### config.mk
export PLATFORM = sky130hd
export DESIGN_NAME = gdl_regs
export DESIGN_NICKNAME = d
export VERILOG_FILES = /design/src/gdl_pkg.sv /design/src/gdl_reg8.sv /design/src/gdl_regs.sv
export SDC_FILE = /design/constraint.sdc
export NUM_CORES = 1
export LEC_CHECK = 0
export ABC_AREA = 1
export ABC_CLOCK_PERIOD_IN_PS = 1730
export BUFFER_PORTS_ARGS = -buffer_cell sky130_fd_sc_hd__buf_4
export CAP_MARGIN = 20
export CORE_MARGIN = 4
export CORE_UTILIZATION = 50
export CTS_CLUSTER_SIZE = 30
export DETAILED_ROUTE_END_ITERATION = 10
export GPL_TIMING_DRIVEN = 0
export PLACE_DENSITY = 0.73
export SKIP_LAST_GASP = 1
export SLEW_MARGIN = 0
export SYNTH_ARGS = -nofsm -noshare
export SYNTH_HDL_FRONTEND = slang
export SYNTH_HIERARCHICAL = 1
export SYNTH_SLANG_ARGS = --single-unit
### constraint.sdc
create_clock -name CORE_CLK -period 1.73 [get_ports CORE_CLK]
set_input_delay 0.173 -clock CORE_CLK [delete_from_list [all_inputs] [get_ports CORE_CLK]]
set_output_delay 0.173 -clock CORE_CLK [all_outputs]
set_load 0.005 [all_outputs]
### src/gdl_pkg.sv
// register map, reset values and field decodes for the gate-drive loop configuration bank
package gdl_pkg;
   localparam int         GDL_AW          = 8;
   localparam int         GDL_DW          = 8;
   localparam logic [7:0] GDL_OFS_SLEW78  = 8'h38;
   localparam logic [7:0] GDL_OFS_COMP    = 8'h39;
   localparam logic [7:0] GDL_OFS_FWPD    = 8'h3a;
   localparam logic [7:0] GDL_OFS_PCGAIN  = 8'h3b;
   localparam logic [7:0] GDL_RST_SLEW78  = 8'h23;
   localparam logic [7:0] GDL_RST_COMP    = 8'h00;
   localparam logic [7:0] GDL_RST_FWPD    = 8'h0f;
   localparam logic [7:0] GDL_RST_PCGAIN  = 8'h55;
   // pair-7/8 slew register field positions
   localparam int         GDL_SLEW_TGT_LSB = 4;
   localparam int         GDL_SLEW_EN_BIT  = 3;
   localparam int         GDL_SLEW_ERR_BIT = 2;
   localparam int         GDL_SLEW_KP_LSB  = 0;
   // compensation / freewheel register halves
   localparam int         GDL_HI_NIB_LSB   = 4;
   localparam int         GDL_LO_NIB_LSB   = 0;
   // slew target table in nanoseconds, code 0 to 15
   localparam logic [13:0] GDL_SLEW_NS [16] = '{
      14'd350,  14'd560,  14'd770,  14'd980,  14'd1330, 14'd1680, 14'd2030, 14'd2450,
      14'd2940, 14'd3990, 14'd4970, 14'd5950, 14'd7980, 14'd9940, 14'd11970, 14'd15960};
   // freewheel gate current in mA while a pair's select bit is set
   localparam logic [6:0] GDL_FW_FIXED_MA = 7'd64;
endpackage : gdl_pkg

### src/gdl_reg8.sv
// one 8-bit read/write configuration register with write strobe
`timescale 1ns/1ps
module gdl_reg8 #(
   parameter logic [7:0] RESET_VAL = 8'h00
) (
   input  wire logic       CORE_CLK,
   input  wire logic       RST_N,
   input  wire logic       WR_EN,
   input  wire logic [7:0] WR_DATA,
   output logic      [7:0] Q
);
   always_ff @(posedge CORE_CLK or negedge RST_N) begin
      if (!RST_N) begin
         Q <= RESET_VAL;
      end else if (WR_EN) begin
         Q <= WR_DATA;
      end
   end
endmodule : gdl_reg8

### src/gdl_regs.sv
// gate-drive loop configuration register bank with decoded field outputs
`timescale 1ns/1ps
module gdl_regs
   import gdl_pkg::*;
(
   // clock and reset
   input  wire logic              CORE_CLK,
   input  wire logic              RST_N,
   // register access port
   input  wire logic [GDL_AW-1:0] REG_ADDR,
   input  wire logic              REG_WR,
   input  wire logic [GDL_DW-1:0] REG_WDATA,
   output logic      [GDL_DW-1:0] REG_RDATA,
   output logic                   REG_HIT,
   // pair-7/8 slew loop
   output logic      [3:0]        SLEW_TARGET_CODE_PAIR4,
   output logic      [13:0]       SLEW_TARGET_NS_PAIR4,
   output logic                   SLEW_LOOP_ENABLE_PAIR4,
   output logic                   SLEW_ERROR_LIMIT_PAIR4,
   output logic      [2:0]        SLEW_GAIN_PAIR4,
   // per pair, index 3 is pair 1/2, index 0 is pair 7/8
   output logic      [3:0]        DUTY_COMP_ENABLE,
   output logic      [3:0]        POLARITY_MANUAL,
   output logic      [3:0]        FREEWHEEL_CURRENT_SELECT,
   output logic      [3:0]        POSTCHARGE_DELAY_ENABLE,
   output logic      [15:0]       POSTCHARGE_GAIN,
   output logic      [3:0]        POSTCHARGE_ENABLE
);
   logic [7:0]  slew_r, comp_r, fwpd_r, pcg_r;
   logic        wr_slew, wr_comp, wr_fwpd, wr_pcg;
   // register values as they will stand after this edge
   logic [7:0]  slew_nxt, pcg_nxt;
   logic [13:0] slew_ns_r;
   logic [2:0]  slew_gain_r;
   logic [15:0] pcg_gain_r, pcg_gain_nxt;
   logic [3:0]  pcg_en_r, pcg_en_nxt;

   // post-charge gain code to gain value; zero means the loop is off
   function automatic logic [3:0] pcg_decode(input logic [1:0] code);
      case (code)
         2'b00:   pcg_decode = 4'h0;
         2'b01:   pcg_decode = 4'h2;
         2'b10:   pcg_decode = 4'h4;
         default: pcg_decode = 4'hf;
      endcase
   endfunction : pcg_decode

   // decoded outputs start from the decode of the register reset values
   localparam logic [13:0] SLEW_NS_RST   = GDL_SLEW_NS[GDL_RST_SLEW78[GDL_SLEW_TGT_LSB +: 4]];
   localparam logic [2:0]  SLEW_GAIN_RST = {1'b0, GDL_RST_SLEW78[GDL_SLEW_KP_LSB +: 2]} + 3'd1;
   localparam logic [15:0] PCG_GAIN_RST  = {pcg_decode(GDL_RST_PCGAIN[7:6]), pcg_decode(GDL_RST_PCGAIN[5:4]),
                                            pcg_decode(GDL_RST_PCGAIN[3:2]), pcg_decode(GDL_RST_PCGAIN[1:0])};
   localparam logic [3:0]  PCG_EN_RST    = {|GDL_RST_PCGAIN[7:6], |GDL_RST_PCGAIN[5:4],
                                            |GDL_RST_PCGAIN[3:2], |GDL_RST_PCGAIN[1:0]};

   // field map and offsets assume 8-bit data and 8-bit offsets
   if (GDL_DW != 8 || GDL_AW != 8) begin : g_bad_size
      $error("register bank needs 8-bit data and 8-bit offsets");
   end

   assign wr_slew = REG_WR && (REG_ADDR == GDL_OFS_SLEW78);
   assign wr_comp = REG_WR && (REG_ADDR == GDL_OFS_COMP);
   assign wr_fwpd = REG_WR && (REG_ADDR == GDL_OFS_FWPD);
   assign wr_pcg  = REG_WR && (REG_ADDR == GDL_OFS_PCGAIN);

   gdl_reg8 #(.RESET_VAL(GDL_RST_SLEW78)) u_slew (
      .CORE_CLK(CORE_CLK), .RST_N(RST_N), .WR_EN(wr_slew), .WR_DATA(REG_WDATA), .Q(slew_r));
   gdl_reg8 #(.RESET_VAL(GDL_RST_COMP)) u_comp (
      .CORE_CLK(CORE_CLK), .RST_N(RST_N), .WR_EN(wr_comp), .WR_DATA(REG_WDATA), .Q(comp_r));
   gdl_reg8 #(.RESET_VAL(GDL_RST_FWPD)) u_fwpd (
      .CORE_CLK(CORE_CLK), .RST_N(RST_N), .WR_EN(wr_fwpd), .WR_DATA(REG_WDATA), .Q(fwpd_r));
   gdl_reg8 #(.RESET_VAL(GDL_RST_PCGAIN)) u_pcg (
      .CORE_CLK(CORE_CLK), .RST_N(RST_N), .WR_EN(wr_pcg), .WR_DATA(REG_WDATA), .Q(pcg_r));

   // read mux; unmapped offsets read zero
   always_comb begin
      REG_HIT = 1'b1;
      case (REG_ADDR)
         GDL_OFS_SLEW78: REG_RDATA = slew_r;
         GDL_OFS_COMP:   REG_RDATA = comp_r;
         GDL_OFS_FWPD:   REG_RDATA = fwpd_r;
         GDL_OFS_PCGAIN: REG_RDATA = pcg_r;
         default: begin
            REG_RDATA = 8'h00;
            REG_HIT   = 1'b0;
         end
      endcase
   end

   assign SLEW_TARGET_CODE_PAIR4 = slew_r[GDL_SLEW_TGT_LSB +: 4];
   assign SLEW_TARGET_NS_PAIR4   = slew_ns_r;
   assign SLEW_LOOP_ENABLE_PAIR4 = slew_r[GDL_SLEW_EN_BIT];
   assign SLEW_ERROR_LIMIT_PAIR4 = slew_r[GDL_SLEW_ERR_BIT];
   assign SLEW_GAIN_PAIR4        = slew_gain_r;
   assign DUTY_COMP_ENABLE         = comp_r[GDL_HI_NIB_LSB +: 4];
   assign POLARITY_MANUAL          = comp_r[GDL_LO_NIB_LSB +: 4];
   assign FREEWHEEL_CURRENT_SELECT = fwpd_r[GDL_HI_NIB_LSB +: 4];
   assign POSTCHARGE_DELAY_ENABLE  = fwpd_r[GDL_LO_NIB_LSB +: 4];

   // decodes sit in flops loaded from the value the register takes at the same
   // edge, so they move together with the register and never glitch downstream
   assign slew_nxt = wr_slew ? REG_WDATA : slew_r;
   assign pcg_nxt  = wr_pcg ? REG_WDATA : pcg_r;

   always_ff @(posedge CORE_CLK or negedge RST_N) begin
      if (!RST_N) begin
         slew_ns_r   <= SLEW_NS_RST;
         slew_gain_r <= SLEW_GAIN_RST;
      end else begin
         slew_ns_r   <= GDL_SLEW_NS[slew_nxt[GDL_SLEW_TGT_LSB +: 4]];
         // gain is code plus one
         slew_gain_r <= {1'b0, slew_nxt[GDL_SLEW_KP_LSB +: 2]} + 3'd1;
      end
   end

   // post-charge gain decode, 4 bits per pair, pair 1/2 in the top nibble
   for (genvar i = 0; i < 4; i++) begin : g_pcg
      assign pcg_gain_nxt[4*i +: 4] = pcg_decode(pcg_nxt[2*i +: 2]);
      assign pcg_en_nxt[i]          = |pcg_nxt[2*i +: 2];
   end

   always_ff @(posedge CORE_CLK or negedge RST_N) begin
      if (!RST_N) begin
         pcg_gain_r <= PCG_GAIN_RST;
         pcg_en_r   <= PCG_EN_RST;
      end else begin
         pcg_gain_r <= pcg_gain_nxt;
         pcg_en_r   <= pcg_en_nxt;
      end
   end

   assign POSTCHARGE_GAIN   = pcg_gain_r;
   assign POSTCHARGE_ENABLE = pcg_en_r;

   // checks
   property p_slew_readback;
      @(posedge CORE_CLK) disable iff (!RST_N)
      wr_slew |=> (REG_ADDR != GDL_OFS_SLEW78) || REG_WR || (REG_RDATA == $past(REG_WDATA));
   endproperty
   a_slew_readback: assert property (p_slew_readback) else $error("slew readback wrong");
   property p_slew_table;
      @(posedge CORE_CLK) disable iff (!RST_N)
      (SLEW_TARGET_CODE_PAIR4 == 4'hf) |-> (SLEW_TARGET_NS_PAIR4 == 14'd15960);
   endproperty
   a_slew_table: assert property (p_slew_table) else $error("slew table top wrong");
   property p_en;
      @(posedge CORE_CLK) disable iff (!RST_N)
      wr_slew |=> SLEW_LOOP_ENABLE_PAIR4 == $past(REG_WDATA[3]);
   endproperty
   a_en: assert property (p_en) else $error("slew enable not updated");
   property p_err;
      @(posedge CORE_CLK) disable iff (!RST_N)
      wr_slew |=> SLEW_ERROR_LIMIT_PAIR4 == $past(REG_WDATA[2]);
   endproperty
   a_err: assert property (p_err) else $error("error limit not updated");
   property p_gain;
      @(posedge CORE_CLK) disable iff (!RST_N)
      wr_slew |=> SLEW_GAIN_PAIR4 == {1'b0, $past(REG_WDATA[1:0])} + 3'd1;
   endproperty
   a_gain: assert property (p_gain) else $error("slew gain wrong");
   property p_comp;
      @(posedge CORE_CLK) disable iff (!RST_N)
      wr_comp |=> {DUTY_COMP_ENABLE, POLARITY_MANUAL} == $past(REG_WDATA);
   endproperty
   a_comp: assert property (p_comp) else $error("compensation fields wrong");
   property p_comp_hold;
      @(posedge CORE_CLK) disable iff (!RST_N)
      !wr_comp |=> $stable(POLARITY_MANUAL);
   endproperty
   a_comp_hold: assert property (p_comp_hold) else $error("polarity mode changed unwritten");
   property p_fw;
      @(posedge CORE_CLK) disable iff (!RST_N)
      wr_fwpd |=> {FREEWHEEL_CURRENT_SELECT, POSTCHARGE_DELAY_ENABLE} == $past(REG_WDATA);
   endproperty
   a_fw: assert property (p_fw) else $error("freewheel fields wrong");
   property p_fw_hold;
      @(posedge CORE_CLK) disable iff (!RST_N)
      !wr_fwpd |=> $stable(POSTCHARGE_DELAY_ENABLE);
   endproperty
   a_fw_hold: assert property (p_fw_hold) else $error("post delay changed unwritten");
   property p_pcg;
      @(posedge CORE_CLK) disable iff (!RST_N)
      (pcg_r[7:6] == 2'b11) |-> (POSTCHARGE_GAIN[15:12] == 4'hf) && POSTCHARGE_ENABLE[3];
   endproperty
   a_pcg: assert property (p_pcg) else $error("post gain decode wrong");
   property p_rst;
      @(posedge CORE_CLK) $rose(RST_N) |-> (fwpd_r == 8'h0f) && (pcg_r == 8'h55)
         && (slew_r == GDL_RST_SLEW78) && (comp_r == GDL_RST_COMP);
   endproperty
   a_rst: assert property (p_rst) else $error("reset values wrong");
   c_wr_slew: cover property (@(posedge CORE_CLK) disable iff (!RST_N) wr_slew);
   c_wr_pcg:  cover property (@(posedge CORE_CLK) disable iff (!RST_N) wr_pcg);
   c_miss:    cover property (@(posedge CORE_CLK) disable iff (!RST_N) REG_WR && !REG_HIT);
   c_b2b:     cover property (@(posedge CORE_CLK) disable iff (!RST_N) wr_comp ##1 wr_fwpd);
   // a refused write must leave every register alone
   property p_miss_write;
      @(posedge CORE_CLK) disable iff (!RST_N)
      (REG_WR && !REG_HIT) |=> $stable(slew_r) && $stable(comp_r) && $stable(fwpd_r) && $stable(pcg_r);
   endproperty
   a_miss_write: assert property (p_miss_write) else $error("unmapped write changed a register");
   property p_miss_read;
      @(posedge CORE_CLK) disable iff (!RST_N)
      !REG_HIT |-> (REG_RDATA == 8'h00);
   endproperty
   a_miss_read: assert property (p_miss_read) else $error("unmapped offset read nonzero");
   property p_slew_hold;
      @(posedge CORE_CLK) disable iff (!RST_N)
      !wr_slew |=> $stable(slew_r) && $stable(SLEW_TARGET_NS_PAIR4) && $stable(SLEW_GAIN_PAIR4);
   endproperty
   a_slew_hold: assert property (p_slew_hold) else $error("slew fields changed unwritten");
   property p_ns_track;
      @(posedge CORE_CLK) disable iff (!RST_N)
      SLEW_TARGET_NS_PAIR4 == GDL_SLEW_NS[SLEW_TARGET_CODE_PAIR4];
   endproperty
   a_ns_track: assert property (p_ns_track) else $error("slew time out of step with code");
   property p_pcg_off;
      @(posedge CORE_CLK) disable iff (!RST_N)
      (pcg_r[1:0] == 2'b00) |-> (POSTCHARGE_GAIN[3:0] == 4'h0) && !POSTCHARGE_ENABLE[0];
   endproperty
   a_pcg_off: assert property (p_pcg_off) else $error("post gain not disabled");
endmodule : gdl_regs

== Word level (Yosys, flattened, before mapping) ==
Memories as Yosys holds them, arrays and structs flattened. A register that Yosys moved wholly into a read port is not among the register bits.
Index checks and enable logic that the tools add are counted.
Widths: inputs -> output; s select.
Storage, ports and cells
  register bits: 55
  ROM bits: 224
  input port bits: 19
  logic and storage cells: 45
  memories: 1
Operators by class
  add/sub/neg operators: 1
  equal/unequal tests: 12
  mux-type cells: 8
  bitwise logic cells: 1
  reductions and logical operators: 14
Memory list
  (name not given): depth 16, width 14, read ports 1, clocked after memory_dff 1, wr ports 0, RTL line gdl_regs.sv:110  | slew_ns_r <= GDL_SLEW_NS[slew_nxt[GDL_SLEW_TGT_LSB +: 4]];
Operators by type and width (number)
  $pmux 4 s3: 4
  $eq 8x6->1 const B: 4
  $pmux 8 s4: 1
  $mux 8: 2
  $eq 2x1->1 const B: 4
  $eq 2x2->1 const B: 4
  $logic_not 2->1: 4
  $reduce_or 2->1: 4
  $not 4->5: 1
  $logic_and 1x1->1: 4
  $reduce_or 4->1: 1
  $add 2x1->3 const B: 1
  $logic_not 1->1: 1
  $mux 1: 1

== Longest topological paths before layout ==
Gate-level depths: netlist (run 1).
  depth after elaboration: 5
  gate-level depth with buffers: 13

== Cells and area by module ==
The synthesis (run 1) kept the hierarchy.
By module, submodules not included
  gdl_regs: instances 1, cells an instance 257, area each 2054.5 µm²
  gdl_reg8 at u_fwpd ...: instances 2, cells an instance 34, area each 310.3 µm²
  gdl_reg8 at u_slew: instances 1, cells an instance 34, area each 309.0 µm²
  gdl_reg8 at u_comp: instances 1, cells an instance 34, area each 305.3 µm²

== Worst setup path before layout (run 1) ==
OpenSTA, ideal clock, no wires.
  kind: input port to flip-flop
  start: input port REG_ADDR[7]
  end: register slew_ns_r[7] (netlist: SLEW_TARGET_NS_PAIR4[7])
  arrival time: 1.433 ns
  slack: 0.181 ns
  stages on the path: 13
  path buffers: 1
  path through: inv_1 > nand2_2 > nor2_8 > nand3_2 > buf_6 > nand2_1 > nand2_1 > ha_1 > inv_1 > nand2_1 > nand2_1 > nand2_1 > nand2_1
On the way
  longest elaborated chain between the ends: 4
Ends and longest elaborated chain
  start, declared: RTL line gdl_regs.sv:10  | input wire logic [GDL_AW-1:0] REG_ADDR,
  $eq 8x6->1: RTL line gdl_regs.sv:61  | assign wr_slew = REG_WR && (REG_ADDR == GDL_OFS_SLEW78);
  $logic_and 1x1->1: RTL line gdl_regs.sv:61
  $mux 8: RTL line gdl_regs.sv:102  | assign slew_nxt = wr_slew ? REG_WDATA : slew_r;
  $not 4->5 (not written as such): RTL line gdl_regs.sv:110
  end, declared: RTL line gdl_regs.sv:33  | logic [13:0] slew_ns_r;
Every way passes these cells.
A chain may end at the register's enable or synchronous reset.

== Worst setup path in the final report (run 1) ==
  start: input port REG_ADDR[7]
  end: output port REG_RDATA[4]
On the way
  longest elaborated chain between the ends: 2
Ends and longest elaborated chain
  $eq 8x6->1: RTL line gdl_regs.sv:78  | case (REG_ADDR)
  $pmux 8 s4 *: RTL line gdl_regs.sv:78
  end, declared: RTL line gdl_regs.sv:13  | output logic [GDL_DW-1:0] REG_RDATA,
Every way passes the cells marked *; elsewhere a longest branch is shown, timed or not.

==> results of run 1 <==
[sequential cells by signal, indices dropped and copies added, names as in the netlist]
signal / count
u_comp/Q: 8
POSTCHARGE_GAIN: 12
u_slew/Q: 8
POSTCHARGE_ENABLE: 4
u_fwpd/Q: 8
SLEW_GAIN_PAIR4: 3
u_pcg/Q: 8
SLEW_TARGET_NS_PAIR4: 13
[final cells by class]
class	count	area, um2
fill	559	2130
sequential	64	1630
multi-input combinational	267	1340
timing repair buffer	85	641
inverter	48	180
clock buffer	11	151
buffer	14	136
tap	77	96.3
clock inverter	5	78.8
[per-layer routing]
metal  global-route usage, %  wire length, um
met5                       0                0
met2                    33.6             3740
met1                    28.5             3440
met3                    5.81              615
met4                    5.41              112
[cell usage in the layout, fill, tap and decap left out, types with 2 or more instances in the layout]
cell type  synthesis  final
nand2_1          179    179
buf_4              5     89
inv_1             42     42
dfrtp_1           41     41
dfstp_2           23     23
nand3_1           13     13
clkbuf_8           0     11
nand2_2           10     10
nor2_1             9      9
o21ai_2            8      8
ha_1               8      8
buf_6              7      7
nand3b_1           7      7
inv_2              6      6
o21ai_0            5      5
nand4_1            5      5
o22ai_1            5      5
nor2_8             4      4
nand3_2            3      3
o21ai_1            3      3
bufinv_16          0      2
clkinv_2           0      2
[metrics by stage]
step,TNS [ns],hold WS [ns]
finish,0,0.0727
detailed placement,-0.686,0.311
global placement,-0.587,0.298
CTS,0,0.0616
floorplan,0,-0.123
global route,0,0.0592
[logic make-up after synthesis]
family / synth area share [%]
adders and majority gates: 3.04
buffers and inverters: 9.62
DFF: 49.6
and+or+nand+nor: 32.3
AOI/OAI and AO/OA: 5.40
other: 0.114
[final timing paths]
kind | start | endpoint | slack (ns)
min in group asynchronous | RST_N | SLEW_TARGET_NS_PAIR4[4]$_DFF_PN0_ | 0.45
worst min register to register | u_slew/Q[0]$_DFFE_PN1P_ | u_slew/Q[0]$_DFFE_PN1P_ | 0.47
max in group asynchronous | RST_N | u_pcg/Q[5]$_DFFE_PN0P_ | 0.73
worst max register to register | u_slew/Q[5]$_DFFE_PN1P_ | SLEW_TARGET_NS_PAIR4[7]$_DFF_PN0_ | 0.15
worst max-delay path | REG_ADDR[7] | REG_RDATA[4] | 0.12
worst min-delay path | REG_WDATA[1] | u_fwpd/Q[1]$_DFFE_PN1P_ | 0.07
[worst max-delay path: stages]
cell      delay [ns]
buf_4           0.11
inv_1           0.06
nand2_2         0.08
nor2_8          0.13
nand4_1         0.32
o22ai_1         0.25
nand3b_1        0.18
buf_4           0.13
[power groups by stage]
stage	Sequential [mW]	Clock, mW	Combinational (mW)
after floorplan	1.68	0	0.168
after global routing	1.67	1.59	0.460
final	1.66	1.47	0.406
after CTS	1.66	1.50	0.413
after detailed placement	1.68	0	0.411
after global placement	1.68	0	0.400
==> flow_metrics.py, run 1 <==
metrics = {
    "detailed_routing": {
        "vias": 2822,
        "viasPerCell": 4.94,
        "wl_per_cell_um": 13.8,
        "dr.pass1.iters": 4,
        "drtIter0Drc": 173,
        "ant_nets": 0,
        "routed_wl_um": 7900,
        "drc": 0,
    },
    "worst_setup_path": {
        "critPathLaunchType": "primary input",
        "worstPathMaxFanout": 9,
        "worstRegToRegCells": 9,
        "cp.required_ns": 1.56,
        "endpoint_kind": "primary output",
        "critPathArrivalTime_ns": 1.43,
        "timing_worst_setup_path_type": "in2out",
    },
    "global_routing": {
        "grt_pass1_wl_um": 12900,
        "grt_pass1_vias": 2702,
        "antenna_found_initial": 0,
        "grt-ovfl-total": 0,
        "grt_max_degree": 65,
        "grtUsageTotal_pct": 21.1,
    },
    "sta": {
        "maxClockFrequency_mhz": 623,
        "fin_ws_ns": 0.124,
        "hold_violations": 0,
        "slew-limit-headroom_pct": 46.5,
        "rsz0062_at_grt": "no",
        "skew_ns": 0.0112,
        "worstMarginPinSlew_ns": 0.802,
        "slew_viol_final": 0,
        "min_period_ns": 1.61,
        "fin_crit_sh_pct": 92.8,
        "setup_viol": 0,
    },
    "synthesis": {
        "yosysWarnings": 6,
        "yosys-top-cells-count": "nand2_1 (179), inv_1 (42), dfrtp_1 (41)",
        "ys_seq_area_share_pct": 49.6,
        "synth_most_common_cell": "nand2_1",
        "yosysTopAreaCell": "dfrtp_1",
        "synth_edf_count": 0,
        "synth_area_um2": 3290,
        "ys_top_cells_by_area": "dfrtp_1 (31%), nand2_1 (20%), dfstp_2 (18%), inv_1 (4.8%), ha_1 (3.0%)",
        "synth_nets": 420,
        "yosysTopAreaCellShare_pct": 31.2,
        "synthFlopType": "dfrtp_1",
        "synth-seq-cells": 64,
        "avgSynthCellArea_um2": 8.37,
        "synthArstFlopShare_pct": 100,
        "synth_cell_type_count": 29,
        "syn_inst": 393,
    },
    "clock_tree": {
        "clock_latency_ns": 0.34,
        "cts_resized": 0,
        "cts_buffer_depth": 2,
        "clk_pin_slew_ns": 0.07,
        "cts_sinks": 64,
        "cts_tree": "built",
        "htree_levels": 3,
        "cts_hold_buf": 1,
        "cts_made_buffers": 9,
        "cts_root_buffer": "clkbuf_8",
        "post_cts.repair.setup_buffers": 0,
    },
    "die": {
        "start_util_pct": 51.5,
        "rows": 29,
        "die_h_um": 89.1,
        "die_w_um": 89.1,
        "die_area_um2": 7940,
        "boundaryPins": 87,
        "core_um2": 6390,
    },
    "pwr": {
        "comb_power_share_pct": 11.5,
        "p_int_mw": 2.68,
        "power_density_nw_per_um2": 831,
        "pwr-share-seq_pct": 46.8,
        "power_frac_clock_pct": 41.7,
        "power.leakage_nw": 2.39,
        "power.total_mw": 3.54,
        "swShare_pct": 24.2,
        "ir_drop_mv": 0.564,
        "power.switching_mw": 0.855,
    },
    "run_status": {
        "outcome": "complete, no violations",
    },
    "finish": {
        "drive_above_1_share_pct": 34.6,
        "antenna_cells": 0,
        "design_area_um2": 4260,
        "final_net_count": 516,
        "postLayoutCoreUtil_pct": 66.7,
        "stdcell_count": 571,
        "areaGrowthSynthToFinish_pct": 29.4,
    },
    "hold_path": {
        "holdPathStages": 3,
        "min_path_type": "in2reg",
    },
    "placed_design": {
        "dp_worst_setup_slack_ns": -0.154,
        "dp_hpwl_um": 5870,
        "place.gp.congestion": 0.829,
        "post-place-cells": 554,
        "postPlaceCellArea_um2": 4020,
        "port_buffers": 84,
    },
    "run": {
        "cap_violations": 0,
    },
}
No activity file was read; power rests on OpenSTA's default activity.
==> inputs of run 2 (changes only) <==
--- a/config.mk
+++ b/config.mk
@@ -8,15 +8,15 @@
 export ABC_AREA = 1
 export ABC_CLOCK_PERIOD_IN_PS = 1730
 export BUFFER_PORTS_ARGS = -buffer_cell sky130_fd_sc_hd__buf_4
-export CAP_MARGIN = 20
+export CAP_MARGIN = 5
 export CORE_MARGIN = 4
 export CORE_UTILIZATION = 50
 export CTS_CLUSTER_SIZE = 30
 export DETAILED_ROUTE_END_ITERATION = 10
 export GPL_TIMING_DRIVEN = 0
-export PLACE_DENSITY = 0.73
+export PLACE_DENSITY = 0.83
 export SKIP_LAST_GASP = 1
-export SLEW_MARGIN = 0
+export SLEW_MARGIN = 20
 export SYNTH_ARGS = -nofsm -noshare
 export SYNTH_HDL_FRONTEND = slang
 export SYNTH_HIERARCHICAL = 1
==> flow_metrics.py, run 2 (synthesized netlist as in run 1, its figures left out) <==
metrics = {
    "sta": {
        "slew-limit-headroom_pct": 49.4,
        "slew_viol_final": 0,
        "min_period_ns": 1.59,
        "maxClockFrequency_mhz": 627,
        "skew_ns": 0.00885,
        "fin_crit_sh_pct": 92.2,
        "hold_violations": 0,
        "rsz0062_at_grt": "no",
        "worstMarginPinSlew_ns": 0.759,
        "setup_viol": 0,
        "fin_ws_ns": 0.135,
    },
    "die": {
        "die_h_um": 89.1,
        "start_util_pct": 51.5,
        "boundaryPins": 87,
        "die_area_um2": 7940,
        "die_w_um": 89.1,
        "core_um2": 6390,
        "rows": 29,
    },
    "placed_design": {
        "post-place-cells": 554,
        "place.gp.congestion": 0.881,
        "dp_worst_setup_slack_ns": -0.172,
        "dp_hpwl_um": 5950,
        "port_buffers": 84,
        "postPlaceCellArea_um2": 4020,
    },
    "detailed_routing": {
        "drtIter0Drc": 212,
        "vias": 2867,
        "wl_per_cell_um": 14.2,
        "routed_wl_um": 8110,
        "dr.pass1.iters": 5,
        "viasPerCell": 5.02,
        "ant_nets": 0,
        "drc": 0,
    },
    "hold_path": {
        "hp-start": "REG_WDATA[2]",
        "min_path_type": "in2reg",
    },
    "finish": {
        "final_net_count": 516,
        "stdcell_count": 571,
        "layout_commonest_cell": "nand2_1",
        "drive_above_1_share_pct": 34.4,
        "antenna_cells": 0,
        "most-common-layout-cells": "nand2_1 (178), buf_4 (89), inv_1 (42)",
        "design_area_um2": 4220,
        "areaGrowthSynthToFinish_pct": 28.3,
        "largest_register_ffs": 13,
    },
    "global_routing": {
        "antenna_found_initial": 0,
        "grt_max_degree": 65,
        "grt_pass1_wl_um": 13200,
        "grt_pass1_vias": 2835,
        "grtUsageTotal_pct": 21.8,
        "grt-ovfl-total": 0,
    },
    "worst_setup_path": {
        "critPathArrivalTime_ns": 1.82,
        "cp.required_ns": 1.95,
        "endpoint_kind": "flop",
        "critPathLaunchType": "flop",
        "r2r_start": "u_slew/Q[5]$_DFFE_PN1P_",
        "startpoint": "u_slew/Q[5]$_DFFE_PN1P_",
        "timing_worst_setup_path_type": "reg2reg",
        "worstPathMaxFanout": 8,
    },
    "clock_tree": {
        "cts_root_buffer": "clkbuf_8",
        "post_cts.repair.setup_buffers": 0,
        "cts_tree": "built",
        "cts_buffer_depth": 2,
        "cts_sinks": 64,
        "htree_levels": 3,
        "clk_pin_slew_ns": 0.07,
        "cts_made_buffers": 9,
        "clock_latency_ns": 0.33,
    },
    "run": {
        "cap_violations": 0,
    },
    "pwr": {
        "power.leakage_nw": 2.37,
        "power_density_nw_per_um2": 789,
        "ir_drop_mv": 0.618,
    },
    "run_status": {
        "outcome": "complete, no violations",
    },
}
[run 2: cell count changes in the layout (fill, tap and decap cells not counted)]
cell       delta
clkinv_4      -1
nand2_1       -1
nand2_2       +1
clkbuf_8      -1
bufinv_16     -1
clkinv_2      +1
clkbuf_1      +2
[run 2: timing repair]
action / 4_1_cts / 5_1_grt
gates resized for setup: 0 / 1
hold buffers: 1 / 0
setup endpoints to repair: 0 / 3
hold endpoints to repair: 41 / 0
[run 2: area by class of cell]
cell class	instances	area [um2]
Buffer	14	136
Clock buffer	12	145
Clock inverter	4	45.0
Fill cell	526	2170
Inverter	48	180
Multi-Input combinational cell	267	1350
Sequential cell	64	1630
Tap cell	77	96.3
Timing Repair Buffer	85	641
[run 2: path summary, 6_finish.rpt]
path	depth (start not counted)	slack [ns]	end
min in group asynchronous	2	0.46	u_comp/Q[3]$_DFFE_PN0P_
max in group asynchronous	2	0.76	SLEW_TARGET_NS_PAIR4[12]$_DFF_PN0_
hold / removal	3	0.08	u_fwpd/Q[2]$_DFFE_PN1P_
setup / recovery	8	0.14	SLEW_TARGET_NS_PAIR4[6]$_DFF_PN0_
setup reg to reg	8	0.14	SLEW_TARGET_NS_PAIR4[6]$_DFF_PN0_
hold reg to reg	2	0.48	u_fwpd/Q[2]$_DFFE_PN1P_
[run 2: per-stage QoR]
stage | power, mW | utilization, % | setup TNS, ns | hold slack (ns)
after detailed placement | 2.09 | 62.9 | -0.834 | 0.298
after global routing | 3.47 | 66.1 | 0 | 0.0916
after CTS | 3.34 | 66.0 | 0 | 0.0663
after floorplan | 1.85 | - | 0 | -0.123
after global placement | 2.07 | 62.9 | -0.455 | 0.285
final | 3.33 | 66.1 | 0 | 0.0808
[run 2: power by group]
| part | total [mW] | internal, mW | switching, mW |
|---|---|---|---|
| sequential | 1.66 | 1.61 | 0.0488 |
| combinational | 0.414 | 0.187 | 0.227 |
| clock | 1.26 | 0.699 | 0.560 |
[run 2: worst max-delay path, stage by stage, from the launching register on]
cell	delay, ns
dfstp_2	0.56
inv_1	0.06
nand2_1	0.08
nand2_2	0.12
ha_1	0.34
nand2_1	0.08
nand2_1	0.08
nand2_1	0.10
nand2_1	0.07
[run 2: routing by layer]
metal | track usage, % | vias up | share of wire [%]
met2 | 37.9 | 124 | 51
met5 | 0 | - | 0
met4 | 7.31 | 0 | 1.9
met1 | 27.5 | 1329 | 40
li1 | - | 1397 | -
met3 | 3.69 | 17 | 7.1
==> inputs of run 3 (changes only) <==
--- a/config.mk
+++ b/config.mk
@@ -9,12 +9,12 @@
 export ABC_CLOCK_PERIOD_IN_PS = 1730
 export BUFFER_PORTS_ARGS = -buffer_cell sky130_fd_sc_hd__buf_4
 export CAP_MARGIN = 5
-export CORE_MARGIN = 4
 export CORE_UTILIZATION = 50
 export CTS_CLUSTER_SIZE = 30
 export DETAILED_ROUTE_END_ITERATION = 10
 export GPL_TIMING_DRIVEN = 0
 export PLACE_DENSITY = 0.83
+export REMOVE_ABC_BUFFERS = 1
 export SKIP_LAST_GASP = 1
 export SLEW_MARGIN = 20
 export SYNTH_ARGS = -nofsm -noshare
==> flow_metrics.py, run 3 (synthesized netlist as in run 1, its figures left out) <==
metrics = {
    "pwr": {
        "swShare_pct": 25.4,
        "comb_power_share_pct": 12.2,
        "p_int_mw": 2.44,
        "power_density_nw_per_um2": 800,
        "power.leakage_nw": 2.29,
        "ir_drop_mv": 0.474,
        "pwr-share-seq_pct": 50.5,
        "power_frac_clock_pct": 37.3,
        "power.total_mw": 3.27,
        "power.switching_mw": 0.832,
    },
    "worst_setup_path": {
        "timing_worst_setup_path_type": "reg2reg",
        "cp_slowest_stage_delay_ns": 0.55,
        "cp.required_ns": 1.96,
        "r2r_slack_ns": 0.11,
        "worstPathMaxFanout": 8,
        "critPathLaunchType": "flop",
        "crit_family": "flip-flops",
        "endpoint_kind": "flop",
        "cpMostUsedCell": "nand2_1",
        "critPathArrivalTime_ns": 1.85,
        "crit_chain": "inv_1 > nand2_1 > nand2_2 > ha_1 > inv_1 > nand2_1 > nand2_1 > nand2_1 > nand2_1",
        "crit_buf_inv": 2,
        "cp_slowest_cell": "dfstp_2",
    },
    "detailed_routing": {
        "drc": 0,
        "wl_per_cell_um": 13.7,
        "routed_wl_um": 7640,
        "dr.pass1.iters": 5,
        "vias": 2763,
        "viasPerCell": 4.95,
        "ant_nets": 0,
        "drtIter0Drc": 145,
    },
    "placed_design": {
        "place.gp.congestion": 0.877,
        "postPlaceCellArea_um2": 3890,
        "dp_hpwl_um": 5410,
        "post-place-cells": 541,
        "port_buffers": 85,
    },
    "global_routing": {
        "grt_pass1_wl_um": 12600,
        "grt_max_degree": 65,
        "grt-ovfl-total": 0,
        "grt_pass1_vias": 2741,
        "antenna_found_initial": 0,
        "grtUsageTotal_pct": 23.4,
    },
    "clock_tree": {
        "cts_sinks": 64,
        "clk_pin_slew_ns": 0.07,
        "clock_latency_ns": 0.34,
        "htree_levels": 3,
        "cts_buffer_depth": 2,
        "cts_root_buffer": "clkbuf_8",
        "cts_made_buffers": 9,
        "cts_tree": "built",
    },
    "die": {
        "rows": 29,
        "start_util_pct": 51.8,
        "boundaryPins": 87,
        "die_h_um": 83.1,
        "die_w_um": 83.1,
        "die_area_um2": 6910,
        "core_um2": 6350,
    },
    "finish": {
        "design_area_um2": 4090,
        "most-common-layout-cells": "nand2_1 (179), buf_4 (86), inv_1 (42)",
        "stdcell_count": 558,
        "final_net_count": 504,
        "drive_above_1_share_pct": 32.4,
        "largest_register_ffs": 13,
        "antenna_cells": 0,
        "layout_commonest_cell": "nand2_1",
        "areaGrowthSynthToFinish_pct": 24.4,
    },
    "sta": {
        "setup_viol": 0,
        "maxClockFrequency_mhz": 618,
        "slew-limit-headroom_pct": 48.2,
        "slew_viol_final": 0,
        "skew_ns": 0.00826,
        "fin_setup_tns_ns": 0,
        "hold_violations": 0,
        "fin_crit_sh_pct": 93.6,
        "worstMarginPinSlew_ns": 0.774,
        "min_period_ns": 1.62,
        "rsz0062_at_grt": "yes",
    },
    "run_status": {
        "outcome": "complete, no violations",
    },
    "hold_path": {
        "min_path_type": "in2reg",
    },
    "run": {
        "cap_violations": 0,
    },
}
run 3: metal layers:
layer / track usage [%] / vias to the layer above / wire (um)
li1: - / 1362 / -
met1: 29.0 / 1268 / 3140
met2: 38.6 / 116 / 3730
met3: 5.77 / 17 / 600
met4: 10.5 / 0 / 166
met5: 0 / - / 0
run 3: worst paths after layout:
path                                    startpoint                                end  depth (start not counted)
max                        u_slew/Q[5]$_DFFE_PN1P_  SLEW_TARGET_NS_PAIR4[7]$_DFF_PN0_                          9
min                                   REG_WDATA[3]            u_comp/Q[3]$_DFFE_PN0P_                          3
max reg2reg                u_slew/Q[5]$_DFFE_PN1P_  SLEW_TARGET_NS_PAIR4[7]$_DFF_PN0_                          9
min reg2reg                u_slew/Q[0]$_DFFE_PN1P_            u_slew/Q[0]$_DFFE_PN1P_                          2
max in group asynchronous                    RST_N            u_slew/Q[2]$_DFFE_PN0P_                          2
min in group asynchronous                    RST_N  SLEW_TARGET_NS_PAIR4[3]$_DFF_PN0_                          2
run 3: tightest hold or removal path, cell delays in order:
cell and delay (ns):
buf_4 0.11, nand2_1 0.05, nand2_1 0.05
run 3: cell type report:
| type | count | area [um2] |
|---|---|---|
| clock buffers | 11 | 131 |
| clock inverters | 4 | 47.5 |
| fillers | 534 | 2260 |
| inverters | 48 | 180 |
| multi-input cells | 267 | 1350 |
| flip-flops and latches | 64 | 1630 |
| well taps | 77 | 96.3 |
| repair buffers | 87 | 656 |
run 3: timing repair:
item                                    4_1_cts  5_1_grt
hold endpoints to repair                     41        0
buffers inserted                              0        1
endpoints found under the setup margin        0        8
hold buffers                                  1        0
resized for setup                             0        1
run 3: power groups by stage:
stage	sequential (mW)	clock, mW	combinational (mW)
after floorplan	1.68	0	0.157
after global placement	1.67	0	0.386
after detailed placement	1.68	0	0.401
after CTS	1.65	1.24	0.403
after global routing	1.66	1.31	0.449
final	1.65	1.22	0.400
run 3: through the flow:
stage	worst slack (ns)	util [%]	hold WS [ns]
after detailed placement	-0.280	61.2	0.301
after global routing	-0.0455	64.4	0.0689
final	0.111	64.4	0.0754
after floorplan	0.157	-	-0.123
after global placement	-0.205	61.2	0.288
after CTS	0.0702	64.2	0.0633
